File: config.mk
export PLATFORM = sky130hd
export DESIGN_NAME = flash_cmd_core
export DESIGN_NICKNAME = d
export VERILOG_FILES = /design/src/inc/flash_cmd_pkg.sv /design/src/hdl/flash_cmd_core.sv
export VERILOG_INCLUDE_DIRS = /design/src /design/src/inc
export SDC_FILE = /design/constraint.sdc
export NUM_CORES = 1
export LEC_CHECK = 0
export ABC_CLOCK_PERIOD_IN_PS = 4390
export BUFFER_PORTS_ARGS = -buffer_cell sky130_fd_sc_hd__buf_2
export CORE_MARGIN = 2
export CORE_UTILIZATION = 40
export CTS_CLUSTER_DIAMETER = 150
export DETAILED_ROUTE_END_ITERATION = 6
export PLACE_DENSITY_LB_ADDON = 0.25
export SYNTH_ARGS = -nofsm -noshare
export SYNTH_HDL_FRONTEND = slang
export SYNTH_SLANG_ARGS = --single-unit
File: constraint.sdc
create_clock -name clock -period 4.39 [get_ports clock]
set_input_delay 0.439 -clock clock [delete_from_list [all_inputs] [get_ports clock]]
set_output_delay 0.439 -clock clock [all_outputs]
set_load 0.005 [all_outputs]
File: src/inc/flash_cmd_defs.svh
// opcodes, discovery constants and reset values of the command interpreter
`ifndef FLASH_CMD_DEFS_SVH
`define FLASH_CMD_DEFS_SVH

`define OP_RESET_ENABLE   8'h66
`define OP_RESET          8'h99
`define OP_WRITE_ENABLE   8'h06
`define OP_VOL_SR_ENABLE  8'h50
`define OP_WRITE_STATUS   8'h01
`define OP_READ_STATUS1   8'h05
`define OP_READ_DISCOVERY 8'h5a

`define DISC_WORD16       32'h80c030e8
`define DISC_WORD16_ADDR  24'h00006c
`define DISC_FILL_BYTE    8'hff
`define DISC_DUMMY_CLKS   4'h8

`define NV_SR1_INIT       8'h00
`define BITS_PER_BYTE     4'h8

`endif

File: src/inc/flash_cmd_pkg.sv
// types of the reset and status write command interpreter
package flash_cmd_pkg;

    typedef enum logic [1:0] {
        LANES_1 = 2'h0,
        LANES_2 = 2'h1,
        LANES_4 = 2'h2
    } lanes_e;

    typedef enum logic [5:0] {
        PH_IDLE   = 6'h01,
        PH_OPCODE = 6'h02,
        PH_ADDR   = 6'h04,
        PH_DUMMY  = 6'h08,
        PH_WDATA  = 6'h10,
        PH_RDATA  = 6'h20
    } phase_e;

    typedef struct packed {
        logic [5:0]  s1;
        logic [5:0]  s2;
        logic [5:0]  s3;
        logic [5:0]  filt;
        phase_e      phase;
        logic [3:0]  bits;
        logic [7:0]  shin;
        logic [7:0]  opcode;
        logic [1:0]  abytes;
        logic [23:0] addr;
        logic [3:0]  dummy;
        logic [7:0]  wdata;
        logic        wvalid;
        logic [7:0]  outsh;
        logic [3:0]  obits;
        logic        op_exact;
        logic        armed;
        logic        wel;
        logic        vol_arm;
        logic [7:0]  sr1;
        logic [7:0]  nv_sr1;
        logic        soft_rst;
        logic [3:0]  io_out;
        logic [3:0]  io_oe;
    } state_s;

endpackage : flash_cmd_pkg

File: src/hdl/flash_cmd_core.sv
// serial flash reset, status register write and discovery word handling
`timescale 1ns/100ps
`include "flash_cmd_defs.svh"
// Overview of operation
// RULE1 - reset only after 66h then 99h
// RULE2 - opcodes accepted on 1, 2 or 4 lanes
// RULE3 - host leaves 0-4-4 mode before reset
// RULE4 - status loads from non-volatile copy at power-up
// RULE5 - 06h enables non-volatile status write
// RULE6 - 50h enables volatile status override write
// RULE7 - no 4-byte entry, marked unsupported
// RULE8 - 4-byte exit field marked unsupported
// RULE9 - discovery word 16 is 80c030e8 at 6Ch
// RULE10 - 05h returns busy in bit zero
// RULE11 - other instruction between cancels armed reset
module flash_cmd_core (
    input  wire logic                  clock,
    input  wire logic                  rst,
    input  wire logic                  cs_n,
    input  wire logic                  sclk,
    input  wire logic [3:0]            io_in,
    output logic [3:0]                 io_out,
    output logic [3:0]                 io_oe,
    input  wire flash_cmd_pkg::lanes_e lane_mode,
    input  wire logic                  array_busy,
    output logic                       soft_reset_pulse,
    output logic [7:0]                 sr1_value,
    output logic                       write_enable_latch
);

    localparam flash_cmd_pkg::state_s RESET_STATE = '{
        s1: 6'h3f, s2: 6'h3f, s3: 6'h3f, filt: 6'h3f,
        phase: flash_cmd_pkg::PH_IDLE, bits: 4'h0, shin: 8'h00, opcode: 8'h00,
        abytes: 2'h0, addr: 24'h000000, dummy: 4'h0, wdata: 8'h00, wvalid: 1'b0,
        outsh: 8'h00, obits: 4'h0, op_exact: 1'b0, armed: 1'b0, wel: 1'b0,
        vol_arm: 1'b0, sr1: `NV_SR1_INIT, nv_sr1: `NV_SR1_INIT, soft_rst: 1'b0,
        io_out: 4'h0, io_oe: 4'h0};

    flash_cmd_pkg::state_s state_ff;
    flash_cmd_pkg::state_s nxt_state;

    //----------------------------------------------------------------
    // discovery byte fetch
    //----------------------------------------------------------------
    function automatic logic [7:0] disc_byte(input logic [23:0] a);
        logic [31:0] word;
        word = `DISC_WORD16;
        if (a[23:2] == `DISC_WORD16_ADDR >> 2) begin // see RULE9
            disc_byte = word[8 * a[1:0] +: 8];
        end else begin
            disc_byte = `DISC_FILL_BYTE;
        end
    endfunction : disc_byte

    logic [7:0] status_byte;
    logic [3:0] lane_w;
    logic [5:0] f;
    logic       sclk_rise;
    logic       sclk_fall;
    logic       cs_rise;
    logic       cs_fall;
    logic [7:0] shifted;
    logic       byte_done;
    logic [7:0] obyte;
    logic [3:0] obits_sum;

    assign status_byte = {state_ff.sr1[7:2], state_ff.wel, array_busy}; // see RULE10

    //----------------------------------------------------------------
    // next state
    //----------------------------------------------------------------
    always_comb begin
        nxt_state = state_ff;
        nxt_state.soft_rst = 1'b0;
        nxt_state.s1 = {cs_n, sclk, io_in};
        nxt_state.s2 = state_ff.s1;
        nxt_state.s3 = state_ff.s2;
        for (int i = 0; i < 6; i++) begin
            f[i] = (state_ff.s2[i] == state_ff.s3[i]) ? state_ff.s3[i] : state_ff.filt[i];
        end
        nxt_state.filt = f;
        sclk_rise = !state_ff.filt[4] && f[4] && !f[5];
        sclk_fall = state_ff.filt[4] && !f[4] && !f[5];
        cs_rise   = !state_ff.filt[5] && f[5];
        cs_fall   = state_ff.filt[5] && !f[5];
        case (lane_mode) // see RULE2
            flash_cmd_pkg::LANES_2: begin
                lane_w  = 4'h2;
                shifted = {state_ff.shin[5:0], f[1:0]};
            end
            flash_cmd_pkg::LANES_4: begin
                lane_w  = 4'h4;
                shifted = {state_ff.shin[3:0], f[3:0]};
            end
            default: begin
                lane_w  = 4'h1;
                shifted = {state_ff.shin[6:0], f[0]};
            end
        endcase
        byte_done = (state_ff.bits + lane_w) == `BITS_PER_BYTE;
        obyte     = (state_ff.obits == 4'h0) ?
                    (state_ff.opcode == `OP_READ_STATUS1 ? status_byte
                                                         : disc_byte(state_ff.addr))
                    : state_ff.outsh;
        obits_sum = state_ff.obits + lane_w;

        if (cs_rise) begin
            // instructions take effect when the select rises
            nxt_state.phase = flash_cmd_pkg::PH_IDLE;
            nxt_state.io_oe = 4'h0;
            nxt_state.armed = 1'b0; // see RULE11
            if (state_ff.op_exact && state_ff.opcode == `OP_RESET_ENABLE) begin
                nxt_state.armed = 1'b1; // see RULE1
            end
            if (state_ff.op_exact && state_ff.opcode == `OP_RESET && state_ff.armed) begin
                nxt_state.soft_rst = 1'b1; // see RULE1
                nxt_state.wel      = 1'b0;
                nxt_state.vol_arm  = 1'b0;
                nxt_state.sr1      = state_ff.nv_sr1; // see RULE4
            end
            if (state_ff.op_exact && state_ff.opcode == `OP_WRITE_ENABLE) begin
                nxt_state.wel = 1'b1; // see RULE5
            end
            if (state_ff.op_exact && state_ff.opcode == `OP_VOL_SR_ENABLE) begin
                nxt_state.vol_arm = 1'b1; // see RULE6
            end
            if (state_ff.opcode == `OP_WRITE_STATUS && state_ff.wvalid) begin
                if (state_ff.vol_arm) begin
                    nxt_state.sr1     = state_ff.wdata; // see RULE6
                    nxt_state.vol_arm = 1'b0;
                end else if (state_ff.wel) begin
                    nxt_state.nv_sr1 = state_ff.wdata; // see RULE5
                    nxt_state.sr1    = state_ff.wdata;
                    nxt_state.wel    = 1'b0;
                end
            end
        end else if (cs_fall) begin
            nxt_state.phase    = flash_cmd_pkg::PH_OPCODE;
            nxt_state.bits     = 4'h0;
            nxt_state.op_exact = 1'b0;
            nxt_state.wvalid   = 1'b0;
            nxt_state.opcode   = 8'h00;
            nxt_state.obits    = 4'h0;
            nxt_state.abytes   = 2'h0;
            nxt_state.dummy    = 4'h0;
        end else if (sclk_rise) begin
            nxt_state.shin     = shifted;
            nxt_state.bits     = byte_done ? 4'h0 : state_ff.bits + lane_w;
            nxt_state.op_exact = 1'b0;
            case (state_ff.phase)
                flash_cmd_pkg::PH_OPCODE: begin
                    if (byte_done) begin
                        nxt_state.opcode   = shifted;
                        nxt_state.op_exact = 1'b1;
                        case (shifted)
                            `OP_WRITE_STATUS:   nxt_state.phase = flash_cmd_pkg::PH_WDATA;
                            `OP_READ_STATUS1:   nxt_state.phase = flash_cmd_pkg::PH_RDATA;
                            `OP_READ_DISCOVERY: nxt_state.phase = flash_cmd_pkg::PH_ADDR;
                            // 4-byte entry and exit opcodes fall here unserved
                            default: begin
                                nxt_state.phase = flash_cmd_pkg::PH_IDLE; // see RULE7, RULE8
                            end
                        endcase
                    end
                end
                flash_cmd_pkg::PH_ADDR: begin
                    if (byte_done) begin
                        nxt_state.addr   = {state_ff.addr[15:0], shifted};
                        nxt_state.abytes = state_ff.abytes + 2'h1;
                        if (state_ff.abytes == 2'h2) begin
                            nxt_state.phase = flash_cmd_pkg::PH_DUMMY;
                        end
                    end
                end
                flash_cmd_pkg::PH_DUMMY: begin
                    nxt_state.bits  = 4'h0;
                    nxt_state.dummy = state_ff.dummy + 4'h1;
                    if (state_ff.dummy == `DISC_DUMMY_CLKS - 4'h1) begin
                        nxt_state.phase = flash_cmd_pkg::PH_RDATA;
                    end
                end
                flash_cmd_pkg::PH_WDATA: begin
                    if (byte_done) begin
                        nxt_state.wdata  = shifted;
                        nxt_state.wvalid = 1'b1;
                        nxt_state.phase  = flash_cmd_pkg::PH_IDLE;
                    end
                end
                default: begin
                    nxt_state.bits = 4'h0;
                end
            endcase
        end else if (sclk_fall && state_ff.phase == flash_cmd_pkg::PH_RDATA) begin
            case (lane_mode)
                flash_cmd_pkg::LANES_2: begin
                    nxt_state.io_out = {2'h0, obyte[7:6]};
                    nxt_state.io_oe  = 4'h3;
                    nxt_state.outsh  = {obyte[5:0], 2'h0};
                end
                flash_cmd_pkg::LANES_4: begin
                    nxt_state.io_out = obyte[7:4];
                    nxt_state.io_oe  = 4'hf;
                    nxt_state.outsh  = {obyte[3:0], 4'h0};
                end
                default: begin
                    nxt_state.io_out = {2'h0, obyte[7], 1'b0};
                    nxt_state.io_oe  = 4'h2;
                    nxt_state.outsh  = {obyte[6:0], 1'b0};
                end
            endcase
            nxt_state.obits = (obits_sum == `BITS_PER_BYTE) ? 4'h0 : obits_sum;
            if (obits_sum == `BITS_PER_BYTE) begin
                nxt_state.addr = state_ff.addr + 24'h000001;
            end
        end
    end

    always_ff @(posedge clock or posedge rst) begin
        if (rst) begin
            state_ff <= RESET_STATE;
        end else begin
            state_ff <= nxt_state;
        end
    end

    assign io_out             = state_ff.io_out;
    assign io_oe              = state_ff.io_oe;
    assign soft_reset_pulse   = state_ff.soft_rst;
    assign sr1_value          = state_ff.sr1;
    assign write_enable_latch = state_ff.wel;

    //----------------------------------------------------------------
    // checks
    //----------------------------------------------------------------
    a_reset_needs_arm: assert property (@(posedge clock) disable iff (rst) // see RULE1
        $rose(state_ff.soft_rst) |-> $past(state_ff.armed)
                                      && $past(state_ff.opcode) == `OP_RESET)
        else $error("soft reset without armed 66h");
    a_reset_clears_wel: assert property (@(posedge clock) disable iff (rst) // see RULE1
        state_ff.soft_rst |-> !state_ff.wel && state_ff.sr1 == state_ff.nv_sr1)
        else $error("soft reset left write state");
    a_arm_cancelled: assert property (@(posedge clock) disable iff (rst) // see RULE11
        cs_rise && state_ff.opcode != `OP_RESET_ENABLE |=> !state_ff.armed)
        else $error("reset enable not cancelled");
    a_nv_needs_wel: assert property (@(posedge clock) disable iff (rst) // see RULE5
        state_ff.nv_sr1 != $past(state_ff.nv_sr1) |-> $past(state_ff.wel)
                                                     && !$past(state_ff.vol_arm))
        else $error("non-volatile write without 06h");
    a_vol_keeps_nv: assert property (@(posedge clock) disable iff (rst) // see RULE6
        cs_rise && state_ff.vol_arm && state_ff.wvalid
        && state_ff.opcode == `OP_WRITE_STATUS
        |=> state_ff.nv_sr1 == $past(state_ff.nv_sr1) && state_ff.sr1 == $past(state_ff.wdata))
        else $error("volatile write disturbed copy");
    a_sr_changes: assert property (@(posedge clock) disable iff (rst) // see RULE4
        state_ff.sr1 != $past(state_ff.sr1) |-> $past(cs_rise))
        else $error("status changed outside command end");
    a_no_four_byte: assert property (@(posedge clock) disable iff (rst) // see RULE7
        state_ff.op_exact && state_ff.opcode == 8'hb7 |-> state_ff.phase == flash_cmd_pkg::PH_IDLE)
        else $error("4-byte entry served");
    a_no_four_exit: assert property (@(posedge clock) disable iff (rst) // see RULE8
        state_ff.op_exact && state_ff.opcode == 8'he9 |-> state_ff.phase == flash_cmd_pkg::PH_IDLE)
        else $error("4-byte exit served");
    a_disc_word: assert property (@(posedge clock) disable iff (rst) // see RULE9
        disc_byte(`DISC_WORD16_ADDR) == 8'he8 && disc_byte(24'h00006f) == 8'h80)
        else $error("discovery word wrong");
    a_busy_bit: assert property (@(posedge clock) disable iff (rst) // see RULE10
        status_byte[0] == array_busy && status_byte[1] == state_ff.wel)
        else $error("status busy bit wrong");
    a_lane_oe: assert property (@(posedge clock) disable iff (rst) // see RULE2
        state_ff.io_oe != 4'h0 |-> state_ff.phase == flash_cmd_pkg::PH_RDATA)
        else $error("driving outside read data");
    c_soft_reset: cover property (@(posedge clock) disable iff (rst) $rose(state_ff.soft_rst));
    c_nv_write: cover property (@(posedge clock) disable iff (rst)
        state_ff.nv_sr1 != $past(state_ff.nv_sr1));
    c_vol_write: cover property (@(posedge clock) disable iff (rst)
        $fell(state_ff.vol_arm) && !state_ff.soft_rst);
    c_quad_read: cover property (@(posedge clock) disable iff (rst) state_ff.io_oe == 4'hf);

endmodule : flash_cmd_core

; ---- Word level (Yosys, flattened, before mapping)
; Index checks and enable logic that the tools add are counted.
[op_classes]
add_sub_neg = 5
n_eq_ne = 37
shift = 1
muxes = 63
bitwise = 4
reduce_logical = 44
[ops]
columns = op, n
row1 = $mux 24, 3
row2 = $mux 8, 7
row3 = $mux 26, 2
row4 = $pmux 8 s2, 3
row5 = $mux 4, 11
row6 = $mux 6, 6
row7 = $shiftx 32x6->8 const A, 1
row8 = $mux 10, 3
row9 = $mux 28, 1
row10 = $add 24x1->24 const B, 1
row11 = $eq 8x3->1 const B, 3
row12 = $eq 8x7->1 const B, 3
row13 = $pmux 6 s4, 1
row14 = $eq 22x5->1 const B, 1
row15 = $ne 4x4->1 const B, 5
row16 = $reduce_and 4->1, 5
row17 = $reduce_bool 2->1, 10
row18 = $mux 1, 18
row19 = $mux 18, 1
row20 = $mux 9, 2
row21 = $pmux 6 s3, 1
row22 = $eq 8x1->1 const B, 2
row23 = $mux 16, 1
row24 = $logic_and 1x1->1, 13
row25 = other kinds (30), 50
[word_totals]
register_bits = 130
inputBits = 11

; ---- Depth between registers and ports, before layout
; Gate-level depths: netlist of run 1.
[logic_depth]
word_depth = 10
depth_mapped = 13
mapped_depth_nobuf = 11

; ---- Least setup slack after synthesis of run 1
; Ideal clock, no wire load.
[synth_path]
path_type = input to register
start = input lane_mode[0]
end = register state_ff[102] in the netlist's numbering
t_arrival_ns = 2.998
required_ns = 4.265
slack_ns = 1.267
cell_stages = 11
n_path_buf = 0
path_cell_list = inv_1 ha_1 ha_1 inv_1 fa_1 xnor2_1 nor3b_1 o21ai_0 o311ai_1 o21ai_1 mux2_2
[synth_between]
elab_chain_cells = 9
[synth_rtl]
columns = item, line_no
row1 = "start, declared", flash_cmd_core.sv:24  ; input wire flash_cmd_pkg::lanes_e lane_mode,
row2 = $eq 2x2->1 / $eq 2x1->1 (equally long branches), flash_cmd_core.sv:86  ; case (lane_mode)
row3 = $pmux 8 s2, flash_cmd_core.sv:86
row4 = $eq 8x7->1 (tied with other cells), flash_cmd_core.sv:155  ; case (shifted)
row5 = $pmux 6 s3, flash_cmd_core.sv:155
row6 = $mux 6, flash_cmd_core.sv:152  ; if (byte_done) begin
row7 = $pmux 6 s4, flash_cmd_core.sv:150  ; case (state_ff.phase)
row8 = $mux 28, flash_cmd_core.sv:146  ; end else if (sclk_rise) begin
row9 = $mux 10, flash_cmd_core.sv:137  ; end else if (cs_fall) begin
row10 = $mux 6, flash_cmd_core.sv:107  ; if (cs_rise) begin
row11 = "end signal, assigned", flash_cmd_core.sv:222  ; state_ff <= nxt_state;
row12 = "end, declared", flash_cmd_core.sv:39  ; flash_cmd_pkg::state_s state_ff;
; Parallel ways exist; a longest one is shown, timed or not. The select of a mux whose other input is x is not followed.
; A chain may end at the register's enable or synchronous reset.

; ---- Worst setup path after layout of run 1
[layout_path]
start = input lane_mode[0]
end = register state_ff[103] in the netlist's numbering
[layout_between]
elab_chain_cells = 6
[layout_rtl]
columns = item, line_no
row1 = $eq 2x2->1 / $eq 2x1->1 (equally long branches), flash_cmd_core.sv:86
row2 = $pmux 3 s2 *, flash_cmd_core.sv:86
row3 = $add 4x4->4 *, flash_cmd_core.sv:100  ; byte_done = (state_ff.bits + lane_w) == `BITS_PER_BYTE;
row4 = $eq 4x4->1 (no source line) *, -
row5 = $ne 4x4->1 (no source line), -
row6 = $reduce_and 7->1 (no source line) *, -
; Mark *: on every way between the ends. The rest lies on a longest branch, timed or not.

==> results of run 1 <==
[kinds of logic (layout without fill, tap and decap cells)]
group / count (synthesis) / count (layout)
mux: 29 / 29
buf+inv: 74 / 97
flops: 127 / 127
fa+ha+maj: 26 / 26
xor+xnor: 5 / 5
simple gates: 215 / 215
compound gates: 215 / 215
[metrics by stage]
stage	power, mW	instance area [µm²]	utilization, %	hold WS (ns)	instances
floorplan	1.53	6800	-	0.345	691
global placement	1.65	7040	42.4	0.345	902
detailed placement	1.66	7040	42.4	0.347	902
CTS	3.21	7680	46.3	0.0967	934
global route	3.31	7680	46.3	0.100	934
finish	3.19	7680	46.3	0.108	934
[registers in the layout, summed over array words and instances, names as in the netlist]
name	cells
io_oe	3
io_out	4
nxt_state	12
soft_reset_pulse	1
sr1_value	8
state_ff	98
write_enable_latch	1
[power groups by stage]
stage	logic [mW]	clock network (mW)	registers [mW]
final	0.348	1.54	1.30
after global routing	0.382	1.62	1.31
after CTS	0.349	1.56	1.30
after detailed placement	0.348	0	1.32
after global placement	0.342	0	1.31
after floorplan	0.231	0	1.30
[layout by cell type (no fill, tap or decap), types with 25 or more instances in the layout]
cell / instances
dfrtp_1: 102
nor2_1: 46
buf_2: 28
dfstp_2: 25
a31oi_1: 30
a21oi_1: 27
mux2_2: 25
nand3_1: 26
nand2_1: 62
o21ai_0: 52
[layout make-up]
class | count | area share [%]
inverters | 23 | 1.16
multi-input cells | 490 | 41.9
clock inverters | 13 | 2.57
clock buffers | 19 | 5.77
well taps | 220 | 3.59
repair buffers | 42 | 3.19
flip-flops and latches | 127 | 41.8
[layer usage]
layer  part of all wire [%]  routed length [µm]  global-route usage (%)  vias to the layer above
li1                       -                   -                       -                     2585
met1                     45                7880                    26.6                     2736
met2                     48                8420                    32.4                      185
met3                    4.6                 814                    3.55                       34
met4                    2.5                 444                    8.48                        0
met5                      0                   0                       0                        -
[critical path, delay by kind of cell]
family                     cells  cell delay, ns
xor gates and xnor gates       1            0.16
adders and majority gates      3            0.91
muxes                          1            0.35
AOI/OAI and AO/OA              3            1.26
buffers and inverters          4            0.43
and+or+nand+nor                1            0.34
[worst max-delay path by stage]
stage / endpoint / slack [ns] / cells past startpoint
finish: state_ff[103] / 0.81 / 13
global route: state_ff[103] / 0.53 / 13
CTS: state_ff[103] / 0.87 / 13
detailed placement: state_ff[103] / 0.43 / 13
global placement: state_ff[104] / 0.62 / 13
floorplan: io_oe[0] / 0.61 / 1
==> flow_results.xml, run 1 <==
<?xml version="1.0" encoding="UTF-8"?>
<metrics>
  <group name="sta">
    <metric name="timing.fmax" unit="MHz">279</metric>
    <metric name="finalWorstPathRequiredPeriod" unit="ns">3.58</metric>
    <metric name="timing.final.hold_violations" unit="">0</metric>
    <metric name="timing.final.ws_setup" unit="ns">0.810</metric>
    <metric name="slew_viol_final" unit="">0</metric>
    <metric name="final_worst_path_period_share" unit="%">81.5</metric>
    <metric name="max_slew.worst_pin.slew" unit="ns">1.10</metric>
    <metric name="setup_tns" unit="ns">0</metric>
    <metric name="final-setup-viol-count" unit="">0</metric>
    <metric name="skew" unit="ns">0.00873</metric>
    <metric name="timing.slew.headroom" unit="%">26.7</metric>
    <metric name="rsz_0062_raised_after_global_routing" unit="">no</metric>
  </group>
  <group name="worst_setup_path">
    <metric name="data_arrival_time_at_the_worst_slack_endpoint" unit="ns">3.88</metric>
    <metric name="worstSetupEndpointType" unit="">register</metric>
    <metric name="r2r_setup_slk" unit="ns">1.09</metric>
    <metric name="worst_r2r_path_depth" unit="">6</metric>
    <metric name="slowest_delay" unit="ns">0.64</metric>
    <metric name="crit_path_max_fanout" unit="">16</metric>
    <metric name="timing.critical_path.required" unit="ns">4.69</metric>
    <metric name="reg2reg_from" unit="">state_ff[104]</metric>
    <metric name="timing.rr.end" unit="">state_ff[77]</metric>
    <metric name="startpoint" unit="">lane_mode[0]</metric>
    <metric name="setup.worst_path.class" unit="">input port to register</metric>
    <metric name="worstPathCellList" unit="">buf_2 -&gt; inv_1 -&gt; ha_1 -&gt; buf_4 -&gt; ha_1 -&gt; inv_1 -&gt; fa_1 -&gt; xnor2_1 -&gt; nor3b_1 -&gt; o21ai_0 -&gt; o311ai_1 -&gt; o21ai_1 -&gt; mux2_2</metric>
    <metric name="crit_slowest_cell" unit="">o311ai_1</metric>
    <metric name="setup_crit_start_kind" unit="">input port</metric>
  </group>
  <group name="power">
    <metric name="internal_power" unit="mW">2.34</metric>
    <metric name="comb_power_share" unit="%">10.9</metric>
    <metric name="switchingPower" unit="mW">0.853</metric>
    <metric name="swShare" unit="%">26.8</metric>
    <metric name="leakage" unit="nW">3.36</metric>
    <metric name="power_frac_seq" unit="%">40.7</metric>
    <metric name="power.ir.vdd_worst" unit="mV">0.271</metric>
    <metric name="power_per_cell_area" unit="mW/mm²">415</metric>
    <metric name="relative_contribution_of_the_clock_network_to_total_power" unit="%">48.4</metric>
  </group>
  <group name="cells_and_area">
    <metric name="layout.filler_cells" unit="">1578</metric>
    <metric name="seq_area" unit="mm²">0.00321</metric>
    <metric name="area.growth.synth_to_final" unit="%">12.9</metric>
    <metric name="design.final.nets" unit="">733</metric>
    <metric name="diodes" unit="">0</metric>
    <metric name="drive_above_1_share" unit="%">21.6</metric>
    <metric name="multiInputGateArea" unit="mm²">0.00322</metric>
  </group>
  <group name="die">
    <metric name="ports_placed_on_the_boundary" unit="">29</metric>
    <metric name="die-height" unit="µm">134</metric>
    <metric name="die-area" unit="mm²">0.0181</metric>
    <metric name="floorplan.rows" unit="">47</metric>
    <metric name="core_area" unit="mm²">0.0166</metric>
    <metric name="die_width" unit="µm">134</metric>
    <metric name="floorplan.initialDensity" unit="%">41.0</metric>
  </group>
  <group name="routing">
    <metric name="vias_per_cell" unit="">5.93</metric>
    <metric name="detailedRoute.firstIterationViolations" unit="">566</metric>
    <metric name="drc" unit="">0</metric>
    <metric name="postRouteAntennaNets" unit="">0</metric>
    <metric name="route.final.wire_length" unit="mm">17.6</metric>
    <metric name="dr.pass1.iters" unit="">5</metric>
    <metric name="routed-via-count" unit="">5540</metric>
    <metric name="wl_per_cell" unit="µm">18.8</metric>
  </group>
  <group name="yosys">
    <metric name="yosys_register_bits" unit="">127</metric>
    <metric name="syn_inst" unit="">691</metric>
    <metric name="post_synth_fa_ha_maj_area_fraction" unit="%">4.82</metric>
    <metric name="synth-seq-area-share" unit="%">47.2</metric>
    <metric name="synth_async_sr_flop_share" unit="%">100</metric>
    <metric name="synth_simple_gate_area_share" unit="%">15.9</metric>
    <metric name="ys_top_cells_by_count" unit="">dfrtp_1 (102), nand2_1 (62), o21ai_0 (52), nor2_1 (46), a31oi_1 (30)</metric>
    <metric name="synth-warning-count" unit="">0</metric>
    <metric name="synth.top_cell.area_share" unit="%">37.5</metric>
    <metric name="yosys.cell_count.top_type" unit="">dfrtp_1</metric>
    <metric name="synth_mux_area_share" unit="%">4.73</metric>
    <metric name="synth_top_family_by_area" unit="">compound AO/OA/AOI/OAI gates</metric>
    <metric name="synth_area_in_compound_gates" unit="%">21.2</metric>
    <metric name="yosys.area_share.xor_xnor" unit="%">0.644</metric>
    <metric name="synth-edff-count" unit="">0</metric>
    <metric name="yosys-top-cells-area" unit="">dfrtp_1 (38%), dfstp_2 (9.7%), mux2_2 (4.1%)</metric>
    <metric name="synth.lib_cells_used.distinct" unit="">67</metric>
    <metric name="post_synth.cell_area_avg" unit="µm²">9.84</metric>
    <metric name="ys.flop_type" unit="">dfrtp_1</metric>
    <metric name="postSynthNetCount" unit="">723</metric>
    <metric name="yosys.area.top_type" unit="">dfrtp_1</metric>
    <metric name="netlist_area" unit="mm²">0.00680</metric>
  </group>
  <group name="clock_tree">
    <metric name="cts.path.max_buffers" unit="">2</metric>
    <metric name="cts_setup_buffers" unit="">0</metric>
    <metric name="h-tree-depth" unit="">4</metric>
    <metric name="clock_sinks" unit="">127</metric>
    <metric name="clkTransAtPathRegs" unit="ns">0.06</metric>
    <metric name="worst_skew_pair.late_latency" unit="ns">0.43</metric>
    <metric name="hold_buffers" unit="">0</metric>
    <metric name="tritoncts" unit="">yes</metric>
    <metric name="cts_root_buf" unit="">clkbuf_16</metric>
    <metric name="cts_inserted_buffers" unit="">17</metric>
    <metric name="cts_resized" unit="">0</metric>
  </group>
  <group name="global_routing">
    <metric name="first_pass_grt_wire_length" unit="mm">28.1</metric>
    <metric name="antenna_found_initial" unit="">0</metric>
    <metric name="first_global_vias" unit="">5286</metric>
    <metric name="grt_start_max_net_pins" unit="">67</metric>
    <metric name="grt_overflow" unit="">0</metric>
    <metric name="grt_util_all_layers" unit="%">20.0</metric>
  </group>
  <group name="outcome">
    <metric name="result_of_the_run" unit="">complete, no violations</metric>
  </group>
  <group name="min_path">
    <metric name="hold_end" unit="">nxt_state[121]</metric>
    <metric name="holdPathStages" unit="">1</metric>
    <metric name="min-delay-path-class" unit="">input port to register</metric>
    <metric name="hold_start" unit="">io_in[3]</metric>
  </group>
  <group name="place">
    <metric name="place.detailed.hpwl" unit="mm">12.2</metric>
    <metric name="place_worst_setup_slack" unit="ns">0.431</metric>
    <metric name="port-buffer-count" unit="">28</metric>
    <metric name="place_congestion" unit="">0.904</metric>
  </group>
  <group name="flow_run">
    <metric name="cap_violations" unit="">0</metric>
  </group>
</metrics>
Note: power is estimated with default switching activity, not from simulation.
==> run 2, diff against run 1 <==
- ABC_CLOCK_PERIOD_IN_PS: 4390 -> 3500
- clock period: 4.39 -> 3.5 ns (I/O delays scaled with it)
==> flow_results.xml, run 2 (synthesized netlist as in run 1, its figures left out) <==
<?xml version="1.0" encoding="UTF-8"?>
<metrics>
  <group name="outcome">
    <metric name="result_of_the_run" unit="">complete, no violations</metric>
  </group>
  <group name="cells_and_area">
    <metric name="largest_register_ffs" unit="">98</metric>
    <metric name="final_design_area_no_fill" unit="mm²">0.00781</metric>
    <metric name="diodes" unit="">0</metric>
    <metric name="layout.cells.most_common" unit="">dfrtp_1</metric>
    <metric name="design.final.nets" unit="">743</metric>
    <metric name="layout.filler_cells" unit="">1544</metric>
    <metric name="commonest_cells_after_routing_fill_and_taps_aside" unit="">dfrtp_1 (102), nand2_1 (62), o21ai_0 (52), nor2_1 (46), a31oi_1 (30)</metric>
    <metric name="instances_no_fill" unit="">944</metric>
    <metric name="area.growth.synth_to_final" unit="%">14.9</metric>
    <metric name="drive_above_1_share" unit="%">22.1</metric>
    <metric name="registers.top_by_ff_count" unit="">state_ff</metric>
  </group>
  <group name="worst_setup_path">
    <metric name="timing.critical_path.required" unit="ns">3.81</metric>
    <metric name="critPathCapture" unit="">state_ff[103]</metric>
    <metric name="crit_path_max_fanout" unit="">5</metric>
    <metric name="worstSetupEndpointType" unit="">register</metric>
    <metric name="reg2reg_from" unit="">state_ff[96]</metric>
    <metric name="setup.worst_path.class" unit="">input port to register</metric>
    <metric name="slowest_delay" unit="ns">0.45</metric>
    <metric name="startpoint" unit="">lane_mode[0]</metric>
    <metric name="data_arrival_time_at_the_worst_slack_endpoint" unit="ns">3.26</metric>
    <metric name="worst_r2r_path_depth" unit="">9</metric>
    <metric name="r2r_setup_slk" unit="ns">0.64</metric>
    <metric name="worstPathCellList" unit="">buf_2 -&gt; inv_1 -&gt; ha_1 -&gt; ha_1 -&gt; inv_1 -&gt; fa_1 -&gt; xnor2_1 -&gt; nor3b_1 -&gt; o21ai_0 -&gt; o311ai_1 -&gt; o21ai_1 -&gt; mux2_2</metric>
    <metric name="setup_crit_start_kind" unit="">input port</metric>
    <metric name="crit_slowest_cell" unit="">o311ai_1</metric>
    <metric name="timing.rr.end" unit="">state_ff[103]</metric>
  </group>
  <group name="sta">
    <metric name="timing.slew.headroom" unit="%">37.8</metric>
    <metric name="timing.final.hold_violations" unit="">0</metric>
    <metric name="finalWorstPathRequiredPeriod" unit="ns">2.95</metric>
    <metric name="final_worst_path_period_share" unit="%">84.4</metric>
    <metric name="skew" unit="ns">0.00674</metric>
    <metric name="slew_viol_final" unit="">0</metric>
    <metric name="timing.final.ws_setup" unit="ns">0.548</metric>
    <metric name="setup_tns" unit="ns">0</metric>
    <metric name="rsz_0062_raised_after_global_routing" unit="">no</metric>
    <metric name="final-setup-viol-count" unit="">0</metric>
    <metric name="max_slew.worst_pin.slew" unit="ns">0.925</metric>
    <metric name="timing.fmax" unit="MHz">339</metric>
  </group>
  <group name="die">
    <metric name="floorplan.rows" unit="">47</metric>
    <metric name="ports_placed_on_the_boundary" unit="">29</metric>
    <metric name="die-area" unit="mm²">0.0181</metric>
    <metric name="floorplan.initialDensity" unit="%">41.0</metric>
    <metric name="die_width" unit="µm">134</metric>
    <metric name="core_area" unit="mm²">0.0166</metric>
    <metric name="die-height" unit="µm">134</metric>
  </group>
  <group name="global_routing">
    <metric name="grt_start_max_net_pins" unit="">128</metric>
    <metric name="first_global_vias" unit="">5490</metric>
    <metric name="antenna_found_initial" unit="">0</metric>
    <metric name="first_pass_grt_wire_length" unit="mm">29.1</metric>
    <metric name="grt_util_all_layers" unit="%">20.7</metric>
    <metric name="grt_overflow" unit="">0</metric>
  </group>
  <group name="power">
    <metric name="comb_power_share" unit="%">11.5</metric>
    <metric name="relative_contribution_of_the_clock_network_to_total_power" unit="%">48.5</metric>
    <metric name="swShare" unit="%">25.8</metric>
    <metric name="power_frac_seq" unit="%">40.1</metric>
    <metric name="power.ir.vdd_worst" unit="mV">0.381</metric>
    <metric name="p_total" unit="mW">4.06</metric>
    <metric name="power_per_cell_area" unit="mW/mm²">520</metric>
    <metric name="internal_power" unit="mW">3.01</metric>
    <metric name="leakage" unit="nW">3.41</metric>
    <metric name="switchingPower" unit="mW">1.05</metric>
  </group>
  <group name="clock_tree">
    <metric name="worst_skew_pair.late_latency" unit="ns">0.43</metric>
    <metric name="clkTransAtPathRegs" unit="ns">0.06</metric>
    <metric name="cts_setup_buffers" unit="">0</metric>
    <metric name="cts_resized" unit="">0</metric>
    <metric name="cts_inserted_buffers" unit="">17</metric>
    <metric name="clock_sinks" unit="">127</metric>
    <metric name="h-tree-depth" unit="">4</metric>
    <metric name="tritoncts" unit="">yes</metric>
    <metric name="hold_buffers" unit="">2</metric>
    <metric name="cts_root_buf" unit="">clkbuf_16</metric>
    <metric name="cts.path.max_buffers" unit="">2</metric>
  </group>
  <group name="place">
    <metric name="port-buffer-count" unit="">28</metric>
    <metric name="place.detailed.hpwl" unit="mm">11.9</metric>
    <metric name="numPlacedInstances" unit="">909</metric>
    <metric name="placedInstanceArea" unit="mm²">0.00713</metric>
    <metric name="place_worst_setup_slack" unit="ns">0.134</metric>
    <metric name="place_congestion" unit="">0.922</metric>
  </group>
  <group name="flow_run">
    <metric name="cap_violations" unit="">0</metric>
  </group>
  <group name="min_path">
    <metric name="min-delay-path-class" unit="">input port to register</metric>
  </group>
  <group name="routing">
    <metric name="routed-via-count" unit="">5572</metric>
    <metric name="wl_per_cell" unit="µm">18.6</metric>
    <metric name="dr.pass1.iters" unit="">5</metric>
    <metric name="detailedRoute.firstIterationViolations" unit="">498</metric>
    <metric name="route.final.wire_length" unit="mm">17.5</metric>
    <metric name="vias_per_cell" unit="">5.90</metric>
    <metric name="postRouteAntennaNets" unit="">0</metric>
    <metric name="drc" unit="">0</metric>
  </group>
</metrics>
## run 2: critical path, delay by kind of cell
| kind | cells | cell delay (ns) |
|---|---|---|
| buffers and inverters | 3 | 0.22 |
| AND/OR/NAND/NOR | 1 | 0.31 |
| AO/OA/AOI/OAI | 3 | 0.98 |
| adder cells (fa/ha/maj) | 3 | 0.92 |
| XOR/XNOR | 1 | 0.16 |
| multiplexers | 1 | 0.32 |
## run 2: worst min-delay path by stage
stage	cells past startpoint	slack, ns	to	start
finish	1	0.02	nxt_state[121]	io_in[3]
floorplan	0	0.35	nxt_state[112]	nxt_state[118]
global placement	0	0.35	nxt_state[113]	nxt_state[119]
CTS	1	0.001	nxt_state[119]	io_in[1]
detailed placement	0	0.35	nxt_state[115]	nxt_state[121]
global route	1	0.003	nxt_state[121]	io_in[3]
## run 2: area by class of cell
| type | count | area (µm²) | share of cell area, % |
|---|---|---|---|
| multi-input combinational | 490 | 3220 | 41.2 |
| tap | 220 | 275 | 3.52 |
| clock inverter | 12 | 208 | 2.66 |
| timing repair buffer | 52 | 365 | 4.68 |
| clock buffer | 20 | 447 | 5.72 |
| sequential | 127 | 3210 | 41.1 |
| inverter | 23 | 90.1 | 1.15 |
## run 2: layer usage
| layer | part of all wire [%] | GRT usage (%) |
|---|---|---|
| met5 | 0 | 0 |
| met4 | 2.0 | 8.07 |
| met3 | 5.9 | 4.57 |
| met2 | 47 | 31.4 |
| met1 | 45 | 29.1 |
## run 2: power by group through the flow
stage | Clock, mW | Combinational (mW) | Sequential, mW
6_report | 1.97 | 0.467 | 1.63
4_1_cts | 2.00 | 0.465 | 1.63
3_3_place_gp | 0 | 0.454 | 1.65
5_1_grt | 2.08 | 0.514 | 1.64
3_5_place_dp | 0 | 0.462 | 1.65
2_1_floorplan | 0 | 0.290 | 1.63
## run 2: per-stage QoR
step / hold WS [ns] / util, %
6_report: 0.0205 / 47.1
5_1_grt: 0.00298 / 47.1
4_1_cts: 0.00143 / 47.0
3_5_place_dp: 0.347 / 43.0
3_3_place_gp: 0.345 / 43.0
2_1_floorplan: 0.345 / -
==> run 3, diff against run 2 <==
- ABC_CLOCK_PERIOD_IN_PS: 3500 -> 2900
- clock period: 3.5 -> 2.9 ns (I/O delays scaled with it)
==> flow_results.xml, run 3 (synthesized netlist as in run 1, its figures left out) <==
<?xml version="1.0" encoding="UTF-8"?>
<metrics>
  <group name="outcome">
    <metric name="result_of_the_run" unit="">complete, no violations</metric>
  </group>
  <group name="die">
    <metric name="die-area" unit="mm²">0.0181</metric>
    <metric name="floorplan.rows" unit="">47</metric>
    <metric name="die-height" unit="µm">134</metric>
    <metric name="die_width" unit="µm">134</metric>
    <metric name="floorplan.initialDensity" unit="%">41.0</metric>
    <metric name="core_area" unit="mm²">0.0166</metric>
    <metric name="ports_placed_on_the_boundary" unit="">29</metric>
  </group>
  <group name="clock_tree">
    <metric name="cts_inserted_buffers" unit="">17</metric>
    <metric name="cts_root_buf" unit="">clkbuf_16</metric>
    <metric name="clock_sinks" unit="">127</metric>
    <metric name="cts.path.max_buffers" unit="">2</metric>
    <metric name="tritoncts" unit="">yes</metric>
    <metric name="h-tree-depth" unit="">4</metric>
    <metric name="worst_skew_pair.late_latency" unit="ns">0.43</metric>
    <metric name="clkTransAtPathRegs" unit="ns">0.06</metric>
    <metric name="cts_setup_buffers" unit="">0</metric>
  </group>
  <group name="cells_and_area">
    <metric name="drive_above_1_share" unit="%">25.0</metric>
    <metric name="diodes" unit="">0</metric>
    <metric name="registers.top_by_ff_count" unit="">state_ff</metric>
    <metric name="area.growth.synth_to_final" unit="%">17.6</metric>
    <metric name="layout.cells.most_common" unit="">dfrtp_1</metric>
    <metric name="final_design_area_no_fill" unit="mm²">0.00800</metric>
    <metric name="largest_register_ffs" unit="">98</metric>
    <metric name="commonest_cells_after_routing_fill_and_taps_aside" unit="">dfrtp_1 (102), nand2_1 (61), o21ai_0 (52), nor2_1 (46), buf_4 (38)</metric>
    <metric name="design.final.nets" unit="">768</metric>
    <metric name="layout.filler_cells" unit="">1542</metric>
  </group>
  <group name="sta">
    <metric name="setup_tns" unit="ns">0</metric>
    <metric name="final_worst_path_period_share" unit="%">91.8</metric>
    <metric name="final-setup-viol-count" unit="">0</metric>
    <metric name="timing.final.hold_violations" unit="">0</metric>
    <metric name="timing.slew.headroom" unit="%">43.4</metric>
    <metric name="slew_viol_final" unit="">0</metric>
    <metric name="skew" unit="ns">0.0116</metric>
    <metric name="finalWorstPathRequiredPeriod" unit="ns">2.66</metric>
    <metric name="max_slew.worst_pin.slew" unit="ns">0.849</metric>
    <metric name="rsz_0062_raised_after_global_routing" unit="">no</metric>
    <metric name="timing.fmax" unit="MHz">376</metric>
  </group>
  <group name="global_routing">
    <metric name="first_global_vias" unit="">5710</metric>
    <metric name="grt_start_max_net_pins" unit="">81</metric>
    <metric name="grt_util_all_layers" unit="%">21.1</metric>
    <metric name="grt_overflow" unit="">0</metric>
    <metric name="grtUsageMet2" unit="%">33.5</metric>
    <metric name="grt.met3_usage" unit="%">3.74</metric>
    <metric name="antenna_found_initial" unit="">0</metric>
    <metric name="first_pass_grt_wire_length" unit="mm">29.9</metric>
    <metric name="busiest_layer" unit="">met2</metric>
    <metric name="grtUsageMet1" unit="%">28.8</metric>
  </group>
  <group name="worst_setup_path">
    <metric name="data_arrival_time_at_the_worst_slack_endpoint" unit="ns">2.97</metric>
    <metric name="timing.critical_path.required" unit="ns">3.21</metric>
    <metric name="setup.worst_path.class" unit="">register to register</metric>
    <metric name="setup_crit_start_kind" unit="">register</metric>
    <metric name="worstSetupEndpointType" unit="">register</metric>
    <metric name="crit_path_max_fanout" unit="">5</metric>
  </group>
  <group name="routing">
    <metric name="postRouteAntennaNets" unit="">0</metric>
    <metric name="dr.pass1.iters" unit="">5</metric>
    <metric name="drc" unit="">0</metric>
    <metric name="detailedRoute.firstIterationViolations" unit="">454</metric>
    <metric name="routed-via-count" unit="">5746</metric>
    <metric name="route.final.wire_length" unit="mm">18.1</metric>
    <metric name="vias_per_cell" unit="">5.93</metric>
    <metric name="wl_per_cell" unit="µm">18.7</metric>
  </group>
  <group name="power">
    <metric name="power.ir.vdd_worst" unit="mV">0.393</metric>
    <metric name="leakage" unit="nW">3.54</metric>
    <metric name="power_per_cell_area" unit="mW/mm²">594</metric>
  </group>
  <group name="place">
    <metric name="port-buffer-count" unit="">28</metric>
    <metric name="place_congestion" unit="">0.912</metric>
    <metric name="placedInstanceArea" unit="mm²">0.00731</metric>
    <metric name="place.detailed.hpwl" unit="mm">12.6</metric>
  </group>
  <group name="min_path">
    <metric name="min-delay-path-class" unit="">input port to register</metric>
  </group>
  <group name="flow_run">
    <metric name="cap_violations" unit="">0</metric>
  </group>
</metrics>
[run 3: cell count changes in the layout (fill, tap and decap cells not counted), moves of 2 or more]
cell           change
buf_4             +20
bufinv_16          -4
clkbuf_1           -2
clkinv_8           +2
clkinvlp_4         -3
dlygate4sd3_1      +4
inv_8              +8
[run 3: area by class of cell]
class                      instances  area [µm²]  area share (%)
sequential                       127        3210            40.1
tap                              220         275            3.44
timing repair buffer              77         576            7.19
inverter                          23        90.1            1.13
clock inverter                    15         188            2.35
multi-input combinational        490        3240            40.5
clock buffer                      17         425            5.32
[run 3: final timing paths]
path | slack (ns) | start | end | cells after the start
max | 0.24 | state_ff[96] | state_ff[103] | 9
min | 0.24 | array_busy | state_ff[34] | 3
max reg2reg | 0.24 | state_ff[96] | state_ff[103] | 9
min reg2reg | 0.36 | nxt_state[119] | nxt_state[113] | 0
max in group asynchronous | 1.89 | rst | state_ff[107] | 4
min in group asynchronous | 0.33 | rst | state_ff[51] | 3
[run 3: worst max-delay path, cell delays in order, from the launching register on]
cell and delay, ns:
dfrtp_1 0.37, ha_1 0.17, inv_1 0.06, fa_1 0.39, xnor2_1 0.16, nor3b_1 0.32, o21ai_0 0.24, o311ai_2 0.36
o21ai_2 0.16, mux2_2 0.30
[run 3: repair_timing]
item / CTS / global route
gates resized for setup: 0 / 3
hold buffers: 7 / 0
endpoints found under the setup margin: 0 / 5
endpoints found under the hold margin: 11 / 0
[run 3: report_power, final]
group	leakage (nW)	switching [mW]	internal [mW]
clock network	0.303	0.950	1.25
registers	1.63	0.0813	1.88
logic	1.60	0.375	0.219
[run 3: per-layer routing]
metal  wire length, µm  vias up
li1                  -     2646
met1              8220     2870
met2              8650      199
met3               881       31
met4               393        0
met5                 0        -
[run 3: per-stage QoR]
stage / util [%] / std cells / power [mW] / hold WS, ns / setup WS, ns
final: 48.2 / 969 / 4.75 / 0.241 / 0.238
after global routing: 48.2 / 969 / 4.94 / 0.246 / 0.0224
after CTS: 48.2 / 969 / 4.79 / 0.215 / 0.152
after detailed placement: 44.1 / 930 / 2.57 / 0.228 / -0.186
after global placement: 44.1 / 930 / 2.55 / 0.234 / -0.115
after floorplan: - / 691 / 2.32 / 0.294 / 0.0331
